[config.mk]
export PLATFORM = sky130hd
export DESIGN_NAME = sbgt_timer
export DESIGN_NICKNAME = d
export VERILOG_FILES = /design/src/rtl/sbgt_pkg.sv /design/src/rtl/sbgt_sync.sv /design/src/rtl/sbgt_timer.sv
export SDC_FILE = /design/constraint.sdc
export NUM_CORES = 1
export LEC_CHECK = 0
export BUFFER_PORTS_ARGS = -buffer_cell sky130_fd_sc_hd__buf_2
export CORE_MARGIN = 1.5
export CORE_UTILIZATION = 51
export CTS_CLUSTER_DIAMETER = 30
export DETAILED_ROUTE_END_ITERATION = 12
export PLACE_DENSITY = 0.88
export SLEW_MARGIN = 5
export SYNTH_ARGS = -nofsm -noshare
export SYNTH_HDL_FRONTEND = slang
export SYNTH_SLANG_ARGS = --single-unit
[constraint.sdc]
create_clock -name aclk -period 2 [get_ports aclk]
set_input_delay 0.4 -clock aclk [delete_from_list [all_inputs] [get_ports aclk]]
set_output_delay 0.4 -clock aclk [all_outputs]
set_load 0.1 [all_outputs]
[src/rtl/sbgt_pkg.sv]
// package: register map, control fields and constants of the gated timer
package sbgt_pkg;
	localparam int unsigned CLK_HZ = 20000000;
	localparam int unsigned SYNC_STAGES = 3;
	localparam logic [4:0] OFS_CONTROL = 5'h00;
	localparam logic [4:0] OFS_PERIOD = 5'h04;
	localparam logic [4:0] OFS_COUNT = 5'h08;
	localparam logic [4:0] OFS_STATUS = 5'h0C;
	localparam logic [4:0] OFS_MASK = 5'h10;
	localparam logic [4:0] OFS_POWER = 5'h14;
	localparam int unsigned BIT_RUN = 15;
	localparam int unsigned BIT_IDLE_HALT = 13;
	localparam int unsigned BIT_GATE = 6;
	localparam int unsigned BIT_PS_HI = 5;
	localparam int unsigned BIT_PS_LO = 4;
	localparam int unsigned BIT_SYNC = 2;
	localparam int unsigned BIT_SRC = 1;
	localparam logic [15:0] CONTROL_MASK = 16'hA076;
	localparam logic [15:0] CONTROL_RESET = 16'h0000;
	localparam logic [15:0] PERIOD_RESET = 16'hFFFF;
	localparam logic [15:0] COUNT_RESET = 16'h0000;
	localparam logic [1:0] EV_MATCH = 2'h1;
	localparam logic [1:0] EV_GATE_FALL = 2'h2;
	localparam int unsigned EV_W = 2;
	localparam int unsigned BIT_IDLE = 0;
	localparam int unsigned BIT_SLEEP = 1;
	localparam logic [1:0] RESP_OKAY = 2'h0;
	localparam logic [1:0] RESP_SLVERR = 2'h2;
	localparam logic [1:0] PS_DIV1 = 2'h0;
	localparam logic [1:0] PS_DIV8 = 2'h1;
	localparam logic [1:0] PS_DIV64 = 2'h2;
	localparam logic [1:0] PS_DIV256 = 2'h3;
	localparam logic [7:0] PS_LAST1 = 8'h00;
	localparam logic [7:0] PS_LAST8 = 8'h07;
	localparam logic [7:0] PS_LAST64 = 8'h3F;
	localparam logic [7:0] PS_LAST256 = 8'hFF;
	typedef enum logic [2:0] {
		SBGT_WIDLE = 3'b001,
		SBGT_WHALF = 3'b010,
		SBGT_WRESP = 3'b100
	} sbgt_wstate_t;
endpackage : sbgt_pkg

[src/rtl/sbgt_sync.sv]
// three-stage synchroniser with second/third agreement for a pin input
module sbgt_sync
	import sbgt_pkg::*;
(
	input wire logic aclk,
	input wire logic aresetn,
	input wire logic ce,
	input wire logic pin,
	output logic level
);
	logic [SYNC_STAGES-1:0] stage;
	logic [SYNC_STAGES-1:0] next_stage;
	logic next_level;

	// first stage feeds only the second; level moves when stages 2 and 3 agree
	always_comb begin
		next_stage = {stage[SYNC_STAGES-2:0], pin};
		next_level = level;
		if (stage[1] == stage[2]) begin
			next_level = stage[2];
		end
	end

	always_ff @(posedge aclk) begin
		if (!aresetn) begin
			stage <= '0;
			level <= 1'b0;
		end else if (ce) begin
			stage <= next_stage;
			level <= next_level;
		end
	end
endmodule // sbgt_sync

[src/rtl/sbgt_timer.sv]
// 16-bit gated timer/counter with AXI4-Lite registers and interrupt
module sbgt_timer
	import sbgt_pkg::*;
(
	input wire logic aclk,
	input wire logic aresetn,
	input wire logic ce,
	input wire logic external_count_pin,
	input wire logic gate_pin,
	input wire logic [4:0] s_axi_awaddr,
	input wire logic s_axi_awvalid,
	output logic s_axi_awready,
	input wire logic [31:0] s_axi_wdata,
	input wire logic [3:0] s_axi_wstrb,
	input wire logic s_axi_wvalid,
	output logic s_axi_wready,
	output logic [1:0] s_axi_bresp,
	output logic s_axi_bvalid,
	input wire logic s_axi_bready,
	input wire logic [4:0] s_axi_araddr,
	input wire logic s_axi_arvalid,
	output logic s_axi_arready,
	output logic [31:0] s_axi_rdata,
	output logic [1:0] s_axi_rresp,
	output logic s_axi_rvalid,
	input wire logic s_axi_rready,
	output logic irq
);
	logic ext_level, gate_level, ext_raw_q, ext_sync_q, gate_q;
	logic [15:0] timer_control, period_value, count;
	logic [EV_W-1:0] status, mask;
	logic [1:0] power;
	logic [7:0] prescale_cnt;
	sbgt_wstate_t wstate, next_wstate;
	logic aw_have, w_have;
	logic [4:0] aw_addr, next_aw_addr;
	logic [31:0] w_data, next_w_data, next_rdata;
	logic [3:0] w_strb, next_w_strb;
	logic [15:0] next_control, next_period, next_count;
	logic [EV_W-1:0] next_status, next_mask;
	logic [1:0] next_power, next_bresp, next_rresp;
	logic [7:0] next_prescale;
	logic next_irq, next_ext_raw, next_ext_sync, next_gate;
	logic next_aw_have, next_w_have, next_bvalid;
	logic next_awready, next_wready, next_arready, next_rvalid;
	logic run_enable, idle_halt, gated_accumulate_enable;
	logic [1:0] prescale_select;
	logic external_clock_sync, clock_source_select;
	logic raw_edge, sync_edge, tick_src, halted, ps_tick;
	logic gate_fall, do_write, match;

	function automatic logic [7:0] ps_last(input logic [1:0] sel);
		case (sel)
			PS_DIV8: ps_last = PS_LAST8;
			PS_DIV64: ps_last = PS_LAST64;
			PS_DIV256: ps_last = PS_LAST256;
			default: ps_last = PS_LAST1;
		endcase
	endfunction

	function automatic logic [15:0] merge16(input logic [15:0] old,
			input logic [31:0] data, input logic [3:0] strb);
		merge16 = old;
		if (strb[0]) begin
			merge16[7:0] = data[7:0];
		end
		if (strb[1]) begin
			merge16[15:8] = data[15:8];
		end
	endfunction

	sbgt_sync u_ext_sync (.aclk(aclk), .aresetn(aresetn), .ce(ce),
		.pin(external_count_pin), .level(ext_level));

	sbgt_sync u_gate_sync (.aclk(aclk), .aresetn(aresetn), .ce(ce),
		.pin(gate_pin), .level(gate_level));

	assign run_enable = timer_control[BIT_RUN];
	assign idle_halt = timer_control[BIT_IDLE_HALT];
	assign gated_accumulate_enable = timer_control[BIT_GATE];
	assign prescale_select = timer_control[BIT_PS_HI:BIT_PS_LO];
	assign external_clock_sync = timer_control[BIT_SYNC];
	assign clock_source_select = timer_control[BIT_SRC];

	// both modes see the pin through the synchroniser, one clock domain only;
	// the unsynchronised choice detects the rising edge one stage later
	assign raw_edge = ext_sync_q & ~ext_raw_q;
	assign sync_edge = ext_level & ~ext_sync_q;

	always_comb begin
		next_ext_raw = ext_sync_q;
		next_ext_sync = ext_level;
		next_gate = gate_level;
		halted = !run_enable || (idle_halt && power[BIT_IDLE]);
		gate_fall = gate_q & ~gate_level;
		if (clock_source_select) begin
			tick_src = external_clock_sync ? sync_edge : raw_edge;
		end else if (gated_accumulate_enable) begin
			tick_src = gate_level;
		end else begin
			tick_src = 1'b1;
		end
		ps_tick = 1'b0;
		next_prescale = prescale_cnt;
		if (halted) begin
			next_prescale = prescale_cnt;
		end else if (tick_src) begin
			if (prescale_cnt >= ps_last(prescale_select)) begin
				next_prescale = '0;
				ps_tick = 1'b1;
			end else begin
				next_prescale = prescale_cnt + 8'h01;
			end
		end
		match = (count == period_value);
		next_count = count;
		if (ps_tick) begin
			next_count = match ? COUNT_RESET : count + 16'h0001;
		end
		if (do_write && aw_addr[4:2] == OFS_COUNT[4:2]) begin
			next_count = merge16(count, w_data, w_strb);
		end
	end

	// write channel: address and data taken in either order
	always_comb begin
		next_wstate = wstate;
		next_aw_have = aw_have;
		next_w_have = w_have;
		next_aw_addr = aw_addr;
		next_w_data = w_data;
		next_w_strb = w_strb;
		next_bvalid = s_axi_bvalid;
		next_bresp = s_axi_bresp;
		do_write = 1'b0;
		if (s_axi_awvalid && s_axi_awready) begin
			next_aw_have = 1'b1;
			next_aw_addr = s_axi_awaddr;
		end
		if (s_axi_wvalid && s_axi_wready) begin
			next_w_have = 1'b1;
			next_w_data = s_axi_wdata;
			next_w_strb = s_axi_wstrb;
		end
		case (wstate)
			SBGT_WIDLE, SBGT_WHALF: begin
				next_wstate = (next_aw_have || next_w_have) ?
					SBGT_WHALF : SBGT_WIDLE;
				if (aw_have && w_have) begin
					do_write = 1'b1;
					next_aw_have = 1'b0;
					next_w_have = 1'b0;
					next_bvalid = 1'b1;
					next_bresp = (aw_addr > OFS_POWER) ? RESP_SLVERR : RESP_OKAY;
					next_wstate = SBGT_WRESP;
				end
			end
			SBGT_WRESP: begin
				if (s_axi_bready) begin
					next_bvalid = 1'b0;
					next_wstate = SBGT_WIDLE;
				end
			end
			default: next_wstate = SBGT_WIDLE;
		endcase
		next_awready = !next_aw_have && (next_wstate != SBGT_WRESP);
		next_wready = !next_w_have && (next_wstate != SBGT_WRESP);
	end

	// register file, sticky events and read channel
	always_comb begin
		next_control = timer_control;
		next_period = period_value;
		next_mask = mask;
		next_power = power;
		if (do_write && aw_addr[4:2] == OFS_CONTROL[4:2]) begin
			next_control = merge16(timer_control, w_data, w_strb)
				& CONTROL_MASK;
		end
		if (do_write && aw_addr[4:2] == OFS_PERIOD[4:2]) begin
			next_period = merge16(period_value, w_data, w_strb);
		end
		if (do_write && aw_addr[4:2] == OFS_MASK[4:2] && w_strb[0]) begin
			next_mask = w_data[EV_W-1:0];
		end
		if (do_write && aw_addr[4:2] == OFS_POWER[4:2] && w_strb[0]) begin
			next_power = w_data[1:0];
		end
		next_status = status;
		if (do_write && aw_addr[4:2] == OFS_STATUS[4:2] && w_strb[0]) begin
			next_status = status & ~w_data[EV_W-1:0];
		end
		// set wins over a simultaneous write-one clear
		if (ps_tick && match) begin
			next_status = next_status | EV_MATCH;
		end
		if (!halted && gate_fall && gated_accumulate_enable
				&& !clock_source_select) begin
			next_status = next_status | EV_GATE_FALL;
		end
		next_irq = |(next_status & next_mask);
		next_arready = s_axi_arready || !s_axi_rvalid;
		next_rvalid = s_axi_rvalid;
		next_rdata = s_axi_rdata;
		next_rresp = s_axi_rresp;
		if (s_axi_rvalid && s_axi_rready) begin
			next_rvalid = 1'b0;
			next_arready = 1'b1;
		end
		if (s_axi_arvalid && s_axi_arready) begin
			next_arready = 1'b0;
			next_rvalid = 1'b1;
			next_rresp = RESP_OKAY;
			next_rdata = '0;
			case (s_axi_araddr[4:2])
				OFS_CONTROL[4:2]: next_rdata[15:0] = timer_control;
				OFS_PERIOD[4:2]: next_rdata[15:0] = period_value;
				OFS_COUNT[4:2]: next_rdata[15:0] = count;
				OFS_STATUS[4:2]: next_rdata[EV_W-1:0] = status;
				OFS_MASK[4:2]: next_rdata[EV_W-1:0] = mask;
				OFS_POWER[4:2]: next_rdata[1:0] = power;
				default: next_rresp = RESP_SLVERR;
			endcase
		end
	end

	always_ff @(posedge aclk) begin
		if (!aresetn) begin
			timer_control <= CONTROL_RESET;
			period_value <= PERIOD_RESET;
			count <= COUNT_RESET;
			status <= '0;
			mask <= '0;
			power <= '0;
			prescale_cnt <= '0;
			irq <= 1'b0;
			ext_raw_q <= 1'b0;
			ext_sync_q <= 1'b0;
			gate_q <= 1'b0;
			wstate <= SBGT_WIDLE;
			aw_have <= 1'b0;
			w_have <= 1'b0;
			aw_addr <= '0;
			w_data <= '0;
			w_strb <= '0;
			s_axi_awready <= 1'b0;
			s_axi_wready <= 1'b0;
			s_axi_bvalid <= 1'b0;
			s_axi_bresp <= RESP_OKAY;
			s_axi_arready <= 1'b0;
			s_axi_rvalid <= 1'b0;
			s_axi_rdata <= '0;
			s_axi_rresp <= RESP_OKAY;
		end else if (ce) begin
			timer_control <= next_control;
			period_value <= next_period;
			count <= next_count;
			status <= next_status;
			mask <= next_mask;
			power <= next_power;
			prescale_cnt <= next_prescale;
			irq <= next_irq;
			ext_raw_q <= next_ext_raw;
			ext_sync_q <= next_ext_sync;
			gate_q <= next_gate;
			wstate <= next_wstate;
			aw_have <= next_aw_have;
			w_have <= next_w_have;
			aw_addr <= next_aw_addr;
			w_data <= next_w_data;
			w_strb <= next_w_strb;
			s_axi_awready <= next_awready;
			s_axi_wready <= next_wready;
			s_axi_bvalid <= next_bvalid;
			s_axi_bresp <= next_bresp;
			s_axi_arready <= next_arready;
			s_axi_rvalid <= next_rvalid;
			s_axi_rdata <= next_rdata;
			s_axi_rresp <= next_rresp;
		end
	end
endmodule // sbgt_timer

==> impl_results.md <==
- Crit-path cells: buf_4, ha_1, nand3_1, nor2_1, nand3_1, nor4_1, a21oi_1, o32ai_1
- Clock slew at reported path FFs: roughly 60 ps
- Worst-Skew Late Latency: 540 ps
- Period utilization: 111%
- Worst-path maximum fanout: 4
- Routed len/inst: between 20 and 25 µm
- Critical Path RT: roughly 2400 ps
- Most instantiated library cell after synthesis: dfxtp_1
- R2r startpoint: count[1]$_SDFFE_PN0P_
- R2R cell count: 8
- CTS root buffer: clkbuf_8
- Layout Nets: 860
- Tightest Hold Check Type: input pin to flop
- Slew headroom: between 20 and 25%
- Slew Viols, Final: 0
- Number of setup violations in the final report: 37
- Initial Util: 52.0%
- Count of input and output buffers: 59
- Io pins: 98
- Peak supply drop: 0.000588 V
- FMAX: between 400 and 500 MHz
- Ant diodes: 0
- Pwr Density: 755 nW/µm²
- Setup repair after global routing missed its margin: true
- CTS tree: built
- DRC violations left: 0
- Worst setup startpoint: count[1]$_SDFFE_PN0P_
- Largest net degree at the start of global routing: 66
- R2r endpoint: count[10]$_SDFFE_PN0P_
- Critical Path End: count[10]$_SDFFE_PN0P_
- Post-Synth Adder-Cell Area: between 1.5 and 2%
- Yosys top cell area share: between 40% and 50%
- Die Ht: 108 µm
- Critical Path Sink Type: flop
- Top post-synthesis cells by area: dfxtp_1 41%, mux2i_1 7.0%, nand2_1 6.8%
- YS warnings: 0
- EDFF count, synth: 0
- Final Skew: 8.91 ps
- Post-synthesis compound-gate area fraction: between 15 and 20%
- Worst path max stage delay: about 400 ps
- Synth area leader: dfxtp_1
- Global route overflow: 0
- Final hold viol count: 0
- Commonest cells in the netlist: 116 x dfxtp_1, 101 x nand2_1, 66 x nor2_1
- Cell mode on critical path: nand3_1
- Worst Setup Path Type: flop to flop
- Clk buf depth: 2
- Post-Synth XOR/XNOR Area: 3.59%
- Die Wd: 108 µm
- Violated checks: negative setup slack
- FF-to-FF setup slack: -210 ps
- Syn avg cell area: between 8 and 9 µm²
- Layout cells sized above 1: between 30% and 40%
- Slowest CP cell: dfxtp_1
- Synth Flop Type: dfxtp_1
- Row count: 38
- Post-CTS Hold Buffers: 0
- Final min period: between 2000 and 2500 ps
- H-tree depth: 4
- Routed Antenna Nets: 0
- Post-Synthesis Cells: ~680
- Hold slack: approximately 99 ps
- Mapped cell area: between 5000 and 6000 µm²
- TritonRoute pass-1 iters: 8
- Status: finished, violations left
- Static leakage: just under 3 nW
- Slew @ Worst Pin: 1120 ps
- Final worst slack: -213 ps
- Vias post-DR: about 6,100
- Total CTS buffers: 17
- Mux contribution to synthesized area: under 10%
- CP startpoint kind: flop
- Crit path DAT: approximately 2700 ps
- Vias in the first global route: 5,385
- Post-Synth Simple-Gate Area: around a fifth
- GP Congestion: a little over 0.9
- Inst Count DP: a little over 900
- Routed WL: a little over 20,000 µm
- First-pass GRT wire length: 26,700 µm
- Die ar.: about 12,000 µm²
- Sink Count: between 100 and 150
- Dpl hpwl: between 10,000 and 15,000 µm
- Netlist cell types: 57
- Largest family of logic cells by synthesized area: simple AND/OR/NAND/NOR gates
- Flops & latches, synth: between 100 and 150
- Synthesis-to-finish area growth: 33.1%
- Non-Filler Instances: about 950
- Total GRT Usage: between 20% and 30%
- Core area: 10,800 µm²
- Asr flop ratio synth: 0%
- Sequential area share after synthesis: about two fifths
- Initial DRC count: approximately 930
- Max-cap viol count: 0
- Vias per cell: around 6.5
- Total power: between 5 and 6 mW
- Initial antenna violation count: 0
worst max-delay path: cells and delay by family (launching register included):
family                     cells  cell delay, ps
AOI/OAI and AO/OA              2             310
adders and majority gates      1             250
buffers and inverters          1             170
DFF                            1             400
and+or+nand+nor                4             990
metal layers:
layer  global-route usage [%]  vias to the layer above  wire, µm
met5                        0                        -         0
met4                     14.2                        0      1630
met3                     8.23                      194      2270
met2                     48.0                      538      9060
met1                     36.4                     2808      7160
li1                         -                     2596         -
where the power goes:
group	internal (mW)	leakage, nW	switching, mW	total [mW]
registers	2.34	0.942	0.0368	2.38
clock network	1.73	0.263	1.02	2.75
logic	0.118	1.77	0.394	0.512
state kept, by name, summed over array words and instances, names as in the netlist, 2 cells and up:
| signal | flops |
|---|---|
| w_strb | 2 |
| u_gate_sync.stage | 3 |
| u_ext_sync.stage | 3 |
| wstate | 3 |
| status | 2 |
| w_data | 16 |
| s_axi_rdata | 16 |
| count | 16 |
| aw_addr | 5 |
| timer_control | 7 |
| prescale_cnt | 8 |
| power | 2 |
| period_value | 16 |
| mask | 2 |
layout make-up:
cell class,count,area (µm²)
Multi-Input combinational cell,510,3430
Fill cell,724,3330
Sequential cell,116,2340
Timing Repair Buffer,139,943
Clock buffer,26,478
Tap cell,140,175
Clock inverter,5,50.0
Inverter,12,47.5
how the worst min path moves through the flow:
stage	depth (start not counted)	endpoint	slack (ps)	start
6_report	3	aw_addr[1]$_SDFFE_PN0P_	100	s_axi_awaddr[1]
5_1_grt	3	aw_addr[1]$_SDFFE_PN0P_	90	s_axi_awaddr[1]
3_5_place_dp	2	s_axi_rdata[5]$_SDFFE_PN0P_	440	s_axi_rdata[5]$_SDFFE_PN0P_
4_1_cts	3	aw_addr[1]$_SDFFE_PN0P_	90	s_axi_awaddr[1]
3_3_place_gp	2	s_axi_rdata[7]$_SDFFE_PN0P_	430	s_axi_rdata[7]$_SDFFE_PN0P_
2_1_floorplan	2	u_ext_sync.level$_SDFFE_PN0P_	440	u_ext_sync.stage[1]$_SDFFE_PN0P_
metrics by stage:
step           setup TNS (ps)  instance area (µm²)  setup slack [ps]  util (%)
6_report                -2810                 7460              -213      69.2
5_1_grt                 -6500                 7460              -369      69.2
4_1_cts                  -173                 7120             -68.3      66.0
3_5_place_dp            -4400                 6400              -256      59.3
3_3_place_gp            -3180                 6400              -205      59.3
2_1_floorplan               0                 5680              3.47         -
cells in the final DEF (no fill, tap or decap), types with 4 or more instances in the layout:
| master | n |
|---|---|
| a21oi_2 | 8 |
| conb_1 | 18 |
| a22oi_1 | 12 |
| dfxtp_1 | 108 |
| dfxtp_2 | 6 |
| clkinv_2 | 4 |
| nand4_1 | 18 |
| inv_1 | 10 |
| xnor2_1 | 16 |
| buf_4 | 72 |
| buf_2 | 59 |
| o21ai_0 | 29 |
| o21ai_1 | 8 |
| clkbuf_16 | 16 |
| nand3_1 | 17 |
| nor2_2 | 4 |
| xor2_1 | 5 |
| nor3_2 | 8 |
| clkbuf_8 | 4 |
| buf_6 | 6 |
| mux2i_1 | 38 |
| nand2_1 | 97 |
| nor2_1 | 61 |
| and3_1 | 6 |
| ha_4 | 6 |
| clkbuf_1 | 6 |
| a21oi_1 | 53 |
| nor3_1 | 6 |
| o31ai_1 | 4 |
what timing repair did:
item                       CTS  global route
buffers inserted             6             4
resized for setup           40            67
pin swaps                   13            16
setup endpoints to repair   49            51
cell families (layout without fill, tap and decap cells):
group | count (synthesis) | count (layout)
AOI/OAI and AO/OA | 163 | 163
xor gates and xnor gates | 23 | 23
adders and majority gates | 8 | 8
buffers and inverters | 74 | 182
DFF | 116 | 116
muxes | 41 | 41
other | 1 | 18
and+or+nand+nor | 257 | 257
No activity file was read; power rests on OpenSTA's default activity.
